`src/include/tcu_pkg.sv`:
```
// Constants, types and helpers shared by the timer compare unit
//==========================================================================
// Behaviour
// RL1: Compare each 16-bit compare value with the 16-bit timer count continuously.
// RL2: Four identical compare instances, two enhanced, each with own registers.
// RL3: A match toggles, sets or clears the pin, triggers, or interrupts only.
// RL4: The low four control bits choose the action taken on the pin.
// RL5: Every compare mode sets the match flag together with the action.
// RL6: Software clears the pin direction bit before relying on pin actions.
// RL7: Writing zero to a control register clears the compare latch only.
// RL8: Software keeps the timer synchronous while compare is in use.
// RL9: Software clocks the timer from clock/4 or external, never system clock.
// RL10: Each module pin can be routed to an alternative pin location.
// RL11: Unimplemented bits, upper standard control bits included, read zero.
// RL12: Code 1010 raises only the flag and leaves the pin alone.
// RL13: Code 1011 issues a trigger: timer reset, conversion start; pin free.
// RL14: Trigger resets the timer at the next timer tick, without overflow flag.
// RL15: No timer reset if the match no longer holds at that tick.
// RL16: Codes 0010 toggle, 1000 set, 1001 clear; unlisted codes stay inactive.
package tcu_pkg;

  //==========================================================================
  // Sizes
  localparam int unsigned TCU_NCH  = 4;
  localparam int unsigned TCU_NENH = 2;
  localparam int unsigned TCU_AW   = 5;
  localparam int unsigned TCU_DW   = 8;
  localparam int unsigned TCU_TW   = 16;

  //==========================================================================
  // Register map: addr[4] clear selects a channel window, addr[3:2] its index
  localparam int unsigned     TCU_AREA_BIT  = 4;
  localparam logic            TCU_CH_AREA   = 1'b0;
  localparam int unsigned     TCU_IDX_MSB   = 3;
  localparam int unsigned     TCU_IDX_LSB   = 2;
  localparam logic [1:0]      TCU_OFS_CTL   = 2'h0;
  localparam logic [1:0]      TCU_OFS_VLO   = 2'h1;
  localparam logic [1:0]      TCU_OFS_VHI   = 2'h2;
  localparam logic [4:0]      TCU_ADR_TLO   = 5'h10;
  localparam logic [4:0]      TCU_ADR_THI   = 5'h11;
  localparam logic [4:0]      TCU_ADR_TCTL  = 5'h12;
  localparam logic [4:0]      TCU_ADR_FLAGS = 5'h13;
  localparam logic [4:0]      TCU_ADR_RELA  = 5'h14;
  localparam logic [4:0]      TCU_ADR_RELB  = 5'h15;
  localparam logic [4:0]      TCU_ADR_DIR   = 5'h16;
  localparam logic [4:0]      TCU_ADR_PORT  = 5'h17;

  //==========================================================================
  // Fields and reset values
  localparam int unsigned     TCU_MODE_LSB  = 0;
  localparam int unsigned     TCU_MODE_MSB  = 3;
  localparam logic [7:0]      TCU_STD_MASK  = 8'h3f;
  localparam int unsigned     TCU_TC_RUN    = 0;
  localparam int unsigned     TCU_TC_EXT    = 1;
  localparam int unsigned     TCU_FLG_OVF   = 4;
  localparam logic [7:0]      TCU_CTL_RST   = 8'h00;
  localparam logic [15:0]     TCU_VAL_RST   = 16'h0000;
  localparam logic [3:0]      TCU_DIR_RST   = 4'hf;
  localparam logic [15:0]     TCU_CNT_MAX   = 16'hffff;
  localparam int unsigned     TCU_DIV       = 4;
  localparam logic [1:0]      TCU_DIV_LAST  = 2'(TCU_DIV - 1);

  //==========================================================================
  // Compare mode codes
  typedef enum logic [3:0] {
    TCU_M_OFF    = 4'h0,
    TCU_M_TOGGLE = 4'h2,
    TCU_M_SET    = 4'h8,
    TCU_M_CLEAR  = 4'h9,
    TCU_M_SWI    = 4'ha,
    TCU_M_SEV    = 4'hb
  } tcu_mode_t;

  // Any code that makes matches count
  function automatic logic tcu_is_compare(input logic [3:0] m);
    case (m)
      TCU_M_TOGGLE, TCU_M_SET, TCU_M_CLEAR, TCU_M_SWI, TCU_M_SEV: tcu_is_compare = 1'b1;
      default: tcu_is_compare = 1'b0;
    endcase
  endfunction

  // Codes that take control of the module output pin
  function automatic logic tcu_drives_pin(input logic [3:0] m);
    case (m)
      TCU_M_TOGGLE, TCU_M_SET, TCU_M_CLEAR: tcu_drives_pin = 1'b1;
      default: tcu_drives_pin = 1'b0;
    endcase
  endfunction

endpackage

```
`src/include/tcu_tmr_if.sv`:
```
// Shared timer count and tick between the timer and compare channels
`timescale 1ns/1ns
interface tcu_tmr_if;
  import tcu_pkg::*;
  logic [TCU_TW-1:0]  count;
  logic               tick;
  logic [TCU_NCH-1:0] sev_hold;

  modport timer (output count, output tick, input sev_hold);
  modport chan  (input count, input tick);
endinterface

```
`src/rtl/tcu_top.sv`:
```
// Timer compare unit top: registers, four compare channels, pin routing
//
// Added by the designer: the strobed register port and the register offsets.
`timescale 1ns/1ns
module tcu_top
  import tcu_pkg::*;
(
  input  wire logic               clk,
  input  wire logic               rst_n,
  input  wire logic [TCU_AW-1:0]  addr,
  input  wire logic [TCU_DW-1:0]  wdata,
  input  wire logic               wr,
  input  wire logic               rd,
  output logic      [TCU_DW-1:0]  rdata_q,
  input  wire logic               ext_clk_i,
  input  wire logic               adc_en,
  output logic      [TCU_NCH-1:0] pin_o_q,
  output logic      [TCU_NCH-1:0] pin_oe_q,
  output logic      [TCU_NCH-1:0] alt_o_q,
  output logic      [TCU_NCH-1:0] alt_oe_q,
  output logic                    conv_start_q
);

  //==========================================================================
  // Address decode helper
  function automatic logic ch_hit(
    input logic [TCU_AW-1:0] a,
    input logic [1:0]        idx,
    input logic [1:0]        fld
  );
    ch_hit = (a[TCU_AREA_BIT] == TCU_CH_AREA) &&
             (a[TCU_IDX_MSB:TCU_IDX_LSB] == idx) &&
             (a[1:0] == fld);
  endfunction

  //==========================================================================
  // State
  logic [TCU_DW-1:0]  ctl_q [TCU_NCH];
  logic [TCU_TW-1:0]  val_q [TCU_NCH];
  logic [1:0]         tctl_q;
  logic [TCU_NCH-1:0] flag_q;
  logic               ovf_q;
  logic [1:0]         rela_q;
  logic [1:0]         relb_q;
  logic [TCU_NCH-1:0] dir_q;
  logic [TCU_NCH-1:0] port_q;

  // Per-channel wires, overflow and read-mux wires
  logic [TCU_NCH-1:0] ctl_zero;
  logic [TCU_NCH-1:0] match_w;
  logic [TCU_NCH-1:0] latch_w;
  logic [TCU_NCH-1:0] sev_w;
  logic [TCU_NCH-1:0] sev_hold_w;
  logic [TCU_NCH-1:0] reloc;
  logic [TCU_NCH-1:0] flag_clr;
  logic               ovf_w;
  logic               ovf_clr;
  logic [TCU_DW-1:0]  rd_val;

  // Global register write strobes
  logic wr_tlo;
  logic wr_thi;
  logic wr_tctl;
  logic wr_flags;
  logic wr_rela;
  logic wr_relb;
  logic wr_dir;
  logic wr_port;

  assign wr_tlo   = wr && (addr == TCU_ADR_TLO);
  assign wr_thi   = wr && (addr == TCU_ADR_THI);
  assign wr_tctl  = wr && (addr == TCU_ADR_TCTL);
  assign wr_flags = wr && (addr == TCU_ADR_FLAGS);
  assign wr_rela  = wr && (addr == TCU_ADR_RELA);
  assign wr_relb  = wr && (addr == TCU_ADR_RELB);
  assign wr_dir   = wr && (addr == TCU_ADR_DIR);
  assign wr_port  = wr && (addr == TCU_ADR_PORT);

  // Write-one-to-clear of the flag register
  assign flag_clr = wr_flags ? wdata[TCU_NCH-1:0] : '0;
  assign ovf_clr  = wr_flags & wdata[TCU_FLG_OVF];

  // Relocation bits: register a for channels 0 and 1, b for 2 and 3
  assign reloc = {relb_q, rela_q};  // [RL10]

  //==========================================================================
  // Shared timer
  tcu_tmr_if tmr ();

  assign tmr.sev_hold = sev_hold_w;

  tcu_timer u_timer (
    .clk       (clk),
    .rst_n     (rst_n),
    .tmr       (tmr.timer),
    .run       (tctl_q[TCU_TC_RUN]),
    .ext_sel   (tctl_q[TCU_TC_EXT]),
    .ext_clk_i (ext_clk_i),
    .wr_lo     (wr_tlo),
    .wr_hi     (wr_thi),
    .wdata     (wdata),
    .ovf_o     (ovf_w)
  );

  //==========================================================================
  // Four compare channels with their own registers
  for (genvar i = 0; i < TCU_NCH; i++) begin : g_ch  // [RL2]
    logic wr_ctl;
    logic wr_vlo;
    logic wr_vhi;
    logic own_pin;
    logic pin_val;

    assign wr_ctl = wr && ch_hit(addr, 2'(i), TCU_OFS_CTL);
    assign wr_vlo = wr && ch_hit(addr, 2'(i), TCU_OFS_VLO);
    assign wr_vhi = wr && ch_hit(addr, 2'(i), TCU_OFS_VHI);

    // Whole control register written as zero
    assign ctl_zero[i] = wr_ctl && (wdata == TCU_CTL_RST);  // [RL7]

    // Control register; standard channels keep no upper bits
    always_ff @(posedge clk or negedge rst_n) begin
      if (!rst_n) begin
        ctl_q[i] <= TCU_CTL_RST;
      end else if (wr_ctl) begin
        if (i < TCU_NENH) begin
          ctl_q[i] <= wdata;
        end else begin
          ctl_q[i] <= wdata & TCU_STD_MASK;  // [RL11]
        end
      end
    end

    // Compare value register pair
    always_ff @(posedge clk or negedge rst_n) begin
      if (!rst_n) begin
        val_q[i] <= TCU_VAL_RST;
      end else if (wr_vlo) begin
        val_q[i][7:0] <= wdata;
      end else if (wr_vhi) begin
        val_q[i][15:8] <= wdata;
      end
    end

    tcu_channel u_ch (
      .clk        (clk),
      .rst_n      (rst_n),
      .mode       (ctl_q[i][TCU_MODE_MSB:TCU_MODE_LSB]),  // [RL4]
      .value      (val_q[i]),
      .ctl_zero   (ctl_zero[i]),
      .tmr        (tmr.chan),
      .match_o    (match_w[i]),
      .latch_o    (latch_w[i]),
      .sev_o      (sev_w[i]),
      .sev_hold_o (sev_hold_w[i])
    );

    // Match flag: a match in the clearing cycle wins
    always_ff @(posedge clk or negedge rst_n) begin
      if (!rst_n) begin
        flag_q[i] <= 1'b0;
      end else if (match_w[i]) begin
        flag_q[i] <= 1'b1;  // [RL5]
      end else if (flag_clr[i]) begin
        flag_q[i] <= 1'b0;
      end
    end

    // Pin value: compare latch only in pin-driving modes
    assign own_pin = tcu_drives_pin(ctl_q[i][TCU_MODE_MSB:TCU_MODE_LSB]);  // [RL12] [RL13]
    assign pin_val = own_pin ? latch_w[i] : port_q[i];

    // Pin outputs, routed to the primary or alternative location
    always_ff @(posedge clk or negedge rst_n) begin
      if (!rst_n) begin
        pin_o_q[i]  <= 1'b0;
        pin_oe_q[i] <= 1'b0;
        alt_o_q[i]  <= 1'b0;
        alt_oe_q[i] <= 1'b0;
      end else begin
        pin_o_q[i]  <= ~reloc[i] & pin_val;  // [RL10]
        pin_oe_q[i] <= ~reloc[i] & ~dir_q[i];  // [RL6]
        alt_o_q[i]  <= reloc[i] & pin_val;
        alt_oe_q[i] <= reloc[i] & ~dir_q[i];
      end
    end
  end

  //==========================================================================
  // Timer control register
  always_ff @(posedge clk or negedge rst_n) begin
    if (!rst_n) begin
      tctl_q <= '0;
    end else if (wr_tctl) begin
      tctl_q <= wdata[1:0];  // [RL8] [RL9]
    end
  end

  // Timer overflow flag: overflow wins over clear
  always_ff @(posedge clk or negedge rst_n) begin
    if (!rst_n) begin
      ovf_q <= 1'b0;
    end else if (ovf_w) begin
      ovf_q <= 1'b1;
    end else if (ovf_clr) begin
      ovf_q <= 1'b0;
    end
  end

  // Pin relocation registers
  always_ff @(posedge clk or negedge rst_n) begin
    if (!rst_n) begin
      rela_q <= '0;
      relb_q <= '0;
    end else begin
      if (wr_rela) begin
        rela_q <= wdata[1:0];
      end
      if (wr_relb) begin
        relb_q <= wdata[1:0];
      end
    end
  end

  // Pin direction and port data latch
  always_ff @(posedge clk or negedge rst_n) begin
    if (!rst_n) begin
      dir_q  <= TCU_DIR_RST;
      port_q <= '0;
    end else begin
      if (wr_dir) begin
        dir_q <= wdata[TCU_NCH-1:0];
      end
      if (wr_port) begin
        port_q <= wdata[TCU_NCH-1:0];
      end
    end
  end

  //==========================================================================
  // Conversion start on any trigger while the converter is enabled
  always_ff @(posedge clk or negedge rst_n) begin
    if (!rst_n) begin
      conv_start_q <= 1'b0;
    end else begin
      conv_start_q <= adc_en & (|sev_w);  // [RL13]
    end
  end

  //==========================================================================
  // Read mux; unmapped addresses and bits read zero
  always_comb begin
    rd_val = '0;
    if (addr[TCU_AREA_BIT] == TCU_CH_AREA) begin
      case (addr[1:0])
        TCU_OFS_CTL: rd_val = ctl_q[addr[TCU_IDX_MSB:TCU_IDX_LSB]];
        TCU_OFS_VLO: rd_val = val_q[addr[TCU_IDX_MSB:TCU_IDX_LSB]][7:0];
        TCU_OFS_VHI: rd_val = val_q[addr[TCU_IDX_MSB:TCU_IDX_LSB]][15:8];
        default:     rd_val = '0;  // [RL11]
      endcase
    end else begin
      case (addr)
        TCU_ADR_TLO:   rd_val = tmr.count[7:0];
        TCU_ADR_THI:   rd_val = tmr.count[15:8];
        TCU_ADR_TCTL:  rd_val = {6'h00, tctl_q};
        TCU_ADR_FLAGS: rd_val = {3'h0, ovf_q, flag_q};
        TCU_ADR_RELA:  rd_val = {6'h00, rela_q};
        TCU_ADR_RELB:  rd_val = {6'h00, relb_q};
        TCU_ADR_DIR:   rd_val = {4'h0, dir_q};
        TCU_ADR_PORT:  rd_val = {4'h0, port_q};
        default:       rd_val = '0;  // [RL11]
      endcase
    end
  end

  // Read data stands only in the cycle after the strobe
  always_ff @(posedge clk or negedge rst_n) begin
    if (!rst_n) begin
      rdata_q <= '0;
    end else if (rd) begin
      rdata_q <= rd_val;
    end else begin
      rdata_q <= '0;
    end
  end

endmodule

```
`src/rtl/tcu_timer.sv`:
```
// Shared 16-bit timer with clock/4 or external tick and trigger reset
`timescale 1ns/1ns
module tcu_timer
  import tcu_pkg::*;
(
  input  wire logic              clk,
  input  wire logic              rst_n,
  tcu_tmr_if.timer               tmr,
  input  wire logic              run,
  input  wire logic              ext_sel,
  input  wire logic              ext_clk_i,
  input  wire logic              wr_lo,
  input  wire logic              wr_hi,
  input  wire logic [TCU_DW-1:0] wdata,
  output logic                   ovf_o
);
  logic [1:0]        div_q;
  logic              ext_s1_q;
  logic              ext_s2_q;
  logic              ext_s3_q;
  logic [TCU_TW-1:0] cnt_q;
  logic              sev_rst;

  //==========================================================================
  // Instruction clock divider
  always_ff @(posedge clk or negedge rst_n) begin
    if (!rst_n) begin
      div_q <= '0;
    end else begin
      div_q <= div_q + 2'h1;
    end
  end

  // External clock synchroniser and edge stage
  always_ff @(posedge clk or negedge rst_n) begin
    if (!rst_n) begin
      ext_s1_q <= 1'b0;
      ext_s2_q <= 1'b0;
      ext_s3_q <= 1'b0;
    end else begin
      ext_s1_q <= ext_clk_i;
      ext_s2_q <= ext_s1_q;
      ext_s3_q <= ext_s2_q;
    end
  end

  assign tmr.tick = run & (ext_sel ? (ext_s2_q & ~ext_s3_q) : (div_q == TCU_DIV_LAST));

  // Pending trigger whose match still holds
  assign sev_rst = |tmr.sev_hold;  // [RL15]

  //==========================================================================
  // Count: software write, then trigger reset, then increment
  always_ff @(posedge clk or negedge rst_n) begin
    if (!rst_n) begin
      cnt_q <= '0;
    end else if (wr_lo) begin
      cnt_q[7:0] <= wdata;
    end else if (wr_hi) begin
      cnt_q[15:8] <= wdata;
    end else if (tmr.tick) begin
      cnt_q <= sev_rst ? '0 : cnt_q + 16'h0001;  // [RL14]
    end
  end

  assign tmr.count = cnt_q;
  // Overflow only on a real wrap, never on trigger reset
  assign ovf_o = tmr.tick & ~sev_rst & ~wr_lo & ~wr_hi & (cnt_q == TCU_CNT_MAX);  // [RL14]
endmodule

```
`src/rtl/tcu_channel.sv`:
```
// One compare instance: match detect, output latch and trigger
`timescale 1ns/1ns
module tcu_channel
  import tcu_pkg::*;
(
  input  wire logic              clk,
  input  wire logic              rst_n,
  input  wire logic [3:0]        mode,
  input  wire logic [TCU_TW-1:0] value,
  input  wire logic              ctl_zero,
  tcu_tmr_if.chan                tmr,
  output logic                   match_o,
  output logic                   latch_o,
  output logic                   sev_o,
  output logic                   sev_hold_o
);
  logic eq;
  logic eq_q;
  logic pend_q;
  logic latch_q;

  // Equality and its first cycle
  assign eq      = (tmr.count == value);  // [RL1]
  assign match_o = eq & ~eq_q & tcu_is_compare(mode);  // [RL16]
  assign sev_o   = match_o & (mode == TCU_M_SEV);  // [RL13]

  always_ff @(posedge clk or negedge rst_n) begin
    if (!rst_n) begin
      eq_q <= 1'b0;
    end else begin
      eq_q <= eq;
    end
  end

  //==========================================================================
  // Compare output latch
  always_ff @(posedge clk or negedge rst_n) begin
    if (!rst_n) begin
      latch_q <= 1'b0;
    end else if (ctl_zero) begin
      latch_q <= 1'b0;  // [RL7]
    end else if (match_o) begin
      case (tcu_mode_t'(mode))  // [RL3] [RL4]
        TCU_M_TOGGLE: latch_q <= ~latch_q;
        TCU_M_SET:    latch_q <= 1'b1;
        TCU_M_CLEAR:  latch_q <= 1'b0;
        default:      latch_q <= latch_q;  // [RL12]
      endcase
    end
  end

  assign latch_o = latch_q;

  // Trigger pending until next timer tick; a new trigger wins
  always_ff @(posedge clk or negedge rst_n) begin
    if (!rst_n) begin
      pend_q <= 1'b0;
    end else if (sev_o) begin
      pend_q <= 1'b1;  // [RL14]
    end else if (tmr.tick) begin
      pend_q <= 1'b0;
    end
  end

  assign sev_hold_o = pend_q & eq & (mode == TCU_M_SEV);  // [RL15]
endmodule

```
`config.mk`:
```
export PLATFORM = sky130hd
export DESIGN_NAME = tcu_top
export DESIGN_NICKNAME = d
export VERILOG_FILES = /design/src/include/tcu_pkg.sv /design/src/include/tcu_tmr_if.sv /design/src/rtl/tcu_top.sv /design/src/rtl/tcu_timer.sv /design/src/rtl/tcu_channel.sv
export SDC_FILE = /design/constraint.sdc
export NUM_CORES = 1
export LEC_CHECK = 0
export ABC_AREA = 1
export BUFFER_PORTS_ARGS = -buffer_cell sky130_fd_sc_hd__buf_2
export CORE_MARGIN = 2
export CORE_UTILIZATION = 60
export CTS_CLUSTER_SIZE = 30
export DETAILED_ROUTE_END_ITERATION = 7
export PLACE_DENSITY = 0.89
export SLEW_MARGIN = 20
export SYNTH_ARGS = -nofsm -noshare
export SYNTH_HDL_FRONTEND = slang
export SYNTH_SLANG_ARGS = --single-unit
```
`constraint.sdc`:
```
create_clock -name clk -period 2 [get_ports clk]
set_input_delay 0.4 -clock clk [delete_from_list [all_inputs] [get_ports clk]]
set_output_delay 0.4 -clock clk [all_outputs]
set_load 0.02 [all_outputs]
```
==> results.md, run 1 <==
- Outcome: finished, violations left
- Failing checks: DRC
- Setup Skew: 0.01114 ns
- Final setup vio count: 0
- Die area: 16,040 um^2
- Die X: 126.7 um
- Initial Util: 61.87%
- Post-synthesis cell count: 1,217
- Leak: 5.427 nW
- Global Route Usage Sum: 37.34%
- Hold Vio Cnt, Final: 0
- Multi-input combinational cell area: 4086 um^2
- DR DRC count: 16
- EDFF count, synth: 0
- Total I/O pin count: 44
- Crit. End Element: flop
- Slew Limit Fails: 0
- CTS H-tree lvls: 4
- Clk sinks: 169
- Antenna viol nets, final: 0
- CTS clock-pin slew for the worst setup and hold paths: 0.07 ns
- Period utilization: 95.38%
- I/O Buffers: 43
- Largest net degree at the start of global routing: 56
- Seq/Total Area, Yosys: 46.91%
- Relative slew margins: 57.87%
- Max Cap Viol: 0
- RSZ-0062 raised after global routing: yes
- Commonest cells after routing, fill and taps aside: nand2_1, dfrtp_1, o21ai_0
- Fillers: 1,140
- Num rows: 44
- Die H: 126.7 um
- Setup Crit Path Kind: reg2reg
- Initial antenna violation count: 1
- Setup crit start kind: flop
- CTS tree: built
- Worst EP required: 2.33 ns
- DRT Wirelength: 29,500 um
- Net Sw Frac: 38.81%
- Ys Warns: 0
- Gr ovfl total: 0
- Internal: 7.383 mW
- Fin Setup TNS: 0 ns
- Drt initial violations: 1,285
- Total CTS buffers: 17
- Reg power frac: 39.0%
- Placed Cells: 1,489
- Synth cell types: 47
- # diodes: 0
- Comb pwr share: 33.5%
- Slew @ Worst Pin: 0.6253 ns
- Sequential Area: 4238 um^2
- DRT Pass-1 Iters: 8
- CP max stage cell: dfrtp_1
- Synth Flop Type: dfrtp_1
- Detailed placement HPWL: 21,560 um
- Max clock buf depth: 2
- Final nets: 1,349
- Pwr dens: 1134 nW/um^2
- Worst hold margin: 0.05187 ns
- Core area: 14,590 um^2
- Clock Tree Root: clkbuf_16
- VDD IR max: 903.0 uV
- Vias/cell: 5.929
- Worst R2R Path Depth: 11
- CP Buf/Inv Count: 1
- CP max stage delay: 0.41 ns
- Crit path cell chain: buf_4 > nand2_1 > nand2_1 > nor2_1 > nand2_1 > nor2_1 > nand3_1 > nand2_1 > nor2_4 > nand2_1 > o21ai_1
- Cell area after synthesis: 9026 um^2
- WL/cell: 19.34 um
- Levels on crit path: 11
- Global-route wire length before repair: 45,810 um
- Post-synthesis net count: 1,238
- Switch Pwr: 4.683 mW
- Area growth from synthesis to layout: 17.91%
- Non-filler instance count after layout: 1,525
- Worst Hold Class: in2reg
- Layout cell share with drive strength beyond 1: 15.59%
- Most common cell after layout, fill and taps aside: nand2_1
- CP top delay family: simple AND/OR/NAND/NOR gates
- Arr. time, crit path: 2.24 ns
- Final Power: 12.07 mW
- Synth Area per Inst: 7.417 um^2
- Clock power share: 27.5%
- Fin crit period: 1.908 ns
- Post-synth ARST share: 100.0%
- Fin util: 72.95%
- Worst reg2reg setup slack: 0.09 ns
- Crit-path most repeated cell: nand2_1
- Hold Path Depth: 1
- Gp weighted congestion: 1.096
- Worst-path fanout max: 8
- #FFs+latches synth: 169
- Number of global-route vias before repair: 8,427
- Vias: 9,041
- Clock Latency Late Sink: 0.45 ns
- Max frequency: 0.5242 GHz
[state kept, by name, indices dropped and copies added (netlist names), 8 cells and up]
register           cells
val_q                 64
ctl_q                 28
u_timer.tmr.count     16
rdata_q                8
[Yosys cell counts, drive strengths merged (15+ instances only)]
master / n / area (um^2)
clkbuf: 23 / 87.58
buf: 23 / 126.4
a21oi: 32 / 171.4
nand3: 35 / 175.2
a22oi: 15 / 112.6
dfrtp: 165 / 4129
o21ai: 158 / 802.0
xor2: 24 / 210.2
o22ai: 21 / 131.4
inv: 135 / 511.7
nand2: 402 / 1511
nor2: 131 / 575.6
[metal layers]
metal	up-vias	routed length [um]	GRT usage, %
met5	-	0	0
met4	0	1491	18.42
met3	133	3599	10.63
met2	618	12870	55.68
met1	4180	11540	50.35
li1	4110	-	-
[through the flow]
stage | worst slack [ns] | instance area (um^2)
after global placement | -0.1599 | 9972
after detailed placement | -0.1519 | 9972
after floorplan | 0.4693 | 9026
after global routing | -0.02636 | 10640
after CTS | -0.02343 | 10590
final | 0.09233 | 10640
[power groups by stage]
stage               Combinational [mW]  Sequential (mW)  Clock [mW]
floorplan                         2.42             4.53           0
global placement                  3.68             4.74           0
detailed placement                3.76             4.76           0
CTS                               3.82             4.72        3.33
global route                      4.44             4.76        3.48
finish                            4.04             4.70        3.32
[worst register-to-register path: stages (launching register included)]
cell and delay, ns:
dfrtp_1 0.41, buf_4 0.16, nand2_1 0.07, nand2_1 0.05, nor2_1 0.16, nand2_1 0.14
nor2_1 0.18, nand3_1 0.12, nand2_1 0.13, nor2_4 0.08, nand2_1 0.20, o21ai_1 0.10
[logic make-up after synthesis]
| kind of cell | synth area share (%) |
|---|---|
| and+or+nand+nor | 26.52 |
| DFF | 46.91 |
| buffers and inverters | 8.081 |
| muxes | 0.3327 |
| AOI/OAI and AO/OA | 15.46 |
| adders and majority gates | 0.2772 |
| xor gates and xnor gates | 2.426 |
[cell type report]
type | instances | share of cell area, %
sequential | 169 | 39.82
multi-input combinational | 866 | 38.40
timing repair buffer | 138 | 9.158
inverter | 136 | 4.844
clock buffer | 17 | 3.997
tap | 184 | 2.163
clock inverter | 15 | 1.622
[worst paths after layout]
kind / start / endpoint
max: u_timer.tmr.count[13] / u_timer.tmr.count[5]
min reg2reg: u_timer.ext_s1_q / u_timer.ext_s2_q
max reg2reg: u_timer.tmr.count[13] / u_timer.tmr.count[5]
max in group asynchronous: rst_n / u_timer.tmr.count[1]
min: ext_clk_i / u_timer.ext_s1_q
min in group asynchronous: rst_n / val_q[61]
[timing repair]
action                                 4_1_cts  5_1_grt
setup endpoints to repair                   12       16
setup buffers                                0        3
endpoints found under the hold margin       39        0
hold buffers                                 1        0
pin swaps                                    0        2
gates resized for setup                      4        7
(Power assumes the default switching activity.)
==> run 2: changes to the inputs <==
- CORE_UTILIZATION: 60 -> 58
- PLACE_DENSITY: 0.89 -> 0.87
==> results.md, run 2 (synthesized netlist as in run 1, its figures left out) <==
- Global-route wire length before repair: 45,380 um (-0.93%)
- Fin crit period: 1.970 ns (+0.06260 ns)
- Max Cap Viol: 0 (unchanged)
- Clk sinks: 169 (unchanged)
- Total CTS buffers: 17 (unchanged)
- Max frequency: 0.5075 GHz (-3.2%)
- Num rows: 45 (+2.3%)
- WL/cell: 19.54 um (+1.0%)
- Setup Skew: 0.01344 ns (+0.002299 ns)
- Crit. End Element: flop
- Pwr dens: 1137 nW/um^2 (+0.27%)
- Fin util: 69.69% (-3.3 points)
- Most common cell after layout, fill and taps aside: nand2_1
- Period utilization: 98.51% (+3.1 points)
- Drt initial violations: 1,062 (-17%)
- Hold Path Depth: 1 (unchanged)
- Setup crit start kind: flop
- Gp weighted congestion: 1.015 (-7.4%)
- Worst Hold Class: in2reg
- Total I/O pin count: 44 (unchanged)
- Max clock buf depth: 2 (unchanged)
- Worst EP required: 2.33 ns (about the same)
- Arr. time, crit path: 2.30 ns (+0.06 ns)
- Leak: 5.360 nW (-1.2%)
- Worst-path fanout max: 10 (+2)
- Commonest cells after routing, fill and taps aside: nand2_1, dfrtp_1, o21ai_0
- Non-filler instance count after layout: 1,513 (-0.79%)
- CTS clock-pin slew for the worst setup and hold paths: 0.07 ns (about the same)
- Vias/cell: 5.874 (-0.92%)
- CTS tree: built
- Largest net degree at the start of global routing: 47 (-16%)
- Area growth from synthesis to layout: 17.37%
- # diodes: 0 (unchanged)
- Final setup vio count: 0 (unchanged)
- Clock Tree Root: clkbuf_16
- Die X: 128.8 um (+1.7%)
- Gr ovfl total: 0 (unchanged)
- Fillers: 1,230 (+7.9%)
- Initial Util: 59.37% (-2.5 points)
- DR DRC count: 0 (-16)
- Die area: 16,580 um^2 (+3.3%)
- VDD IR max: 854.7 uV (-5.3%)
- Slew @ Worst Pin: 0.6593 ns (+0.03392 ns)
- Antenna viol nets, final: 0 (unchanged)
- DRT Wirelength: 29,560 um (+0.22%)
- DRT Pass-1 Iters: 6 (-2)
- Core area: 15,200 um^2 (+4.2%)
- Clock Latency Late Sink: 0.45 ns (about the same)
- Max reg flops: 64 (unchanged)
- Slew Limit Fails: 0 (unchanged)
- Detailed placement HPWL: 21,910 um (+1.6%)
- Hold Vio Cnt, Final: 0 (unchanged)
- Layout cell share with drive strength beyond 1: 15.25% (-0.34 points)
- Final nets: 1,333 (-1.2%)
- Initial antenna violation count: 0 (-1)
- Outcome: completed
- I/O Buffers: 43 (unchanged)
- Relative slew margins: 56.00% (-1.9 points)
- Placed Cells: 1,475 (-0.94%)
- Global Route Usage Sum: 37.00% (-0.33 points)
- CTS H-tree lvls: 4 (unchanged)
- Vias: 8,887 (-1.7%)
- RSZ-0062 raised after global routing: yes
- Worst R2R Path Depth: 12 (+1)
- Biggest register: val_q
- Setup Crit Path Kind: reg2reg
- Number of global-route vias before repair: 8,219 (-2.5%)
- Die H: 128.8 um (+1.7%)
==> run 2: cell count changes in the layout (fill, tap and decap cells not counted), moves of 3 or more <==
cell	before	now
buf_4	91	73
dfrtp_2	3	6
dfrtp_1	162	159
clkinv_8	4	1
==> run 2: what timing repair did <==
item	in CTS	in global routing
pin swaps	0	2
setup buffers	2	3
setup endpoints to repair	8	23
gates resized for setup	5	16
hold buffers	1	0
endpoints found under the hold margin	40	0
==> run 2: worst paths after layout <==
path	start	endpoint	slack (ns)
setup reg to reg	u_timer.tmr.count[4]	u_timer.tmr.count[1]	0.03
max in group asynchronous	rst_n	ctl_q[20]	0.86
hold reg to reg	u_timer.ext_s1_q	u_timer.ext_s2_q	0.36
hold / removal	ext_clk_i	u_timer.ext_s1_q	0.06
min in group asynchronous	rst_n	u_timer.ext_s1_q	0.47
setup / recovery	u_timer.tmr.count[4]	u_timer.tmr.count[1]	0.03
==> run 2: cell type report <==
cell class / instances / area [um^2] / area share [%]
inverter: 136 / 515.5 / 4.866
clock buffer: 18 / 439.2 / 4.146
tap: 188 / 235.2 / 2.220
sequential: 169 / 4242 / 40.04
multi-input combinational: 866 / 4104 / 38.74
clock inverter: 14 / 178.9 / 1.689
timing repair buffer: 122 / 879.6 / 8.303
==> run 2: metal layers <==
metal	vias to the layer above	track usage, %	share of wire, %
li1	4089	-	-
met1	4182	49.08	40
met2	510	56.71	45
met3	106	9.730	11
met4	0	18.29	4.9
met5	-	0	0
==> run 2: worst max-delay path, stage by stage, from the launching register on <==
cell and delay (ns):
dfrtp_1 0.41, buf_4 0.16, nand2_1 0.07, nand2_1 0.06
nor2_1 0.12, nand2_1 0.16, nor2_2 0.23, nand3_1 0.13
nand2_1 0.12, nor2_4 0.07, buf_12 0.14, nand3_1 0.10
nand3_1 0.08
==> run 2: through the flow <==
step	setup WS, ns	hold WS [ns]	instance area [um^2]	setup TNS (ns)	total power [mW]
CTS	0.05192	0.05375	10540	0	11.87
floorplan	0.4693	0.1044	9026	0	6.949
detailed placement	-0.1396	0.3418	9879	-1.424	8.344
global placement	-0.1561	0.3324	9879	-0.1632	8.241
finish	0.02973	0.05706	10590	0	12.04
global route	-0.02760	0.04968	10590	-0.02760	12.67
==> run 2: report_power, final <==
group	total (mW)	switching [mW]	internal, mW	leakage [nW]
registers	4.79	0.714	4.08	2.15
clock network	3.47	1.54	1.93	0.295
logic	3.78	2.33	1.46	2.92
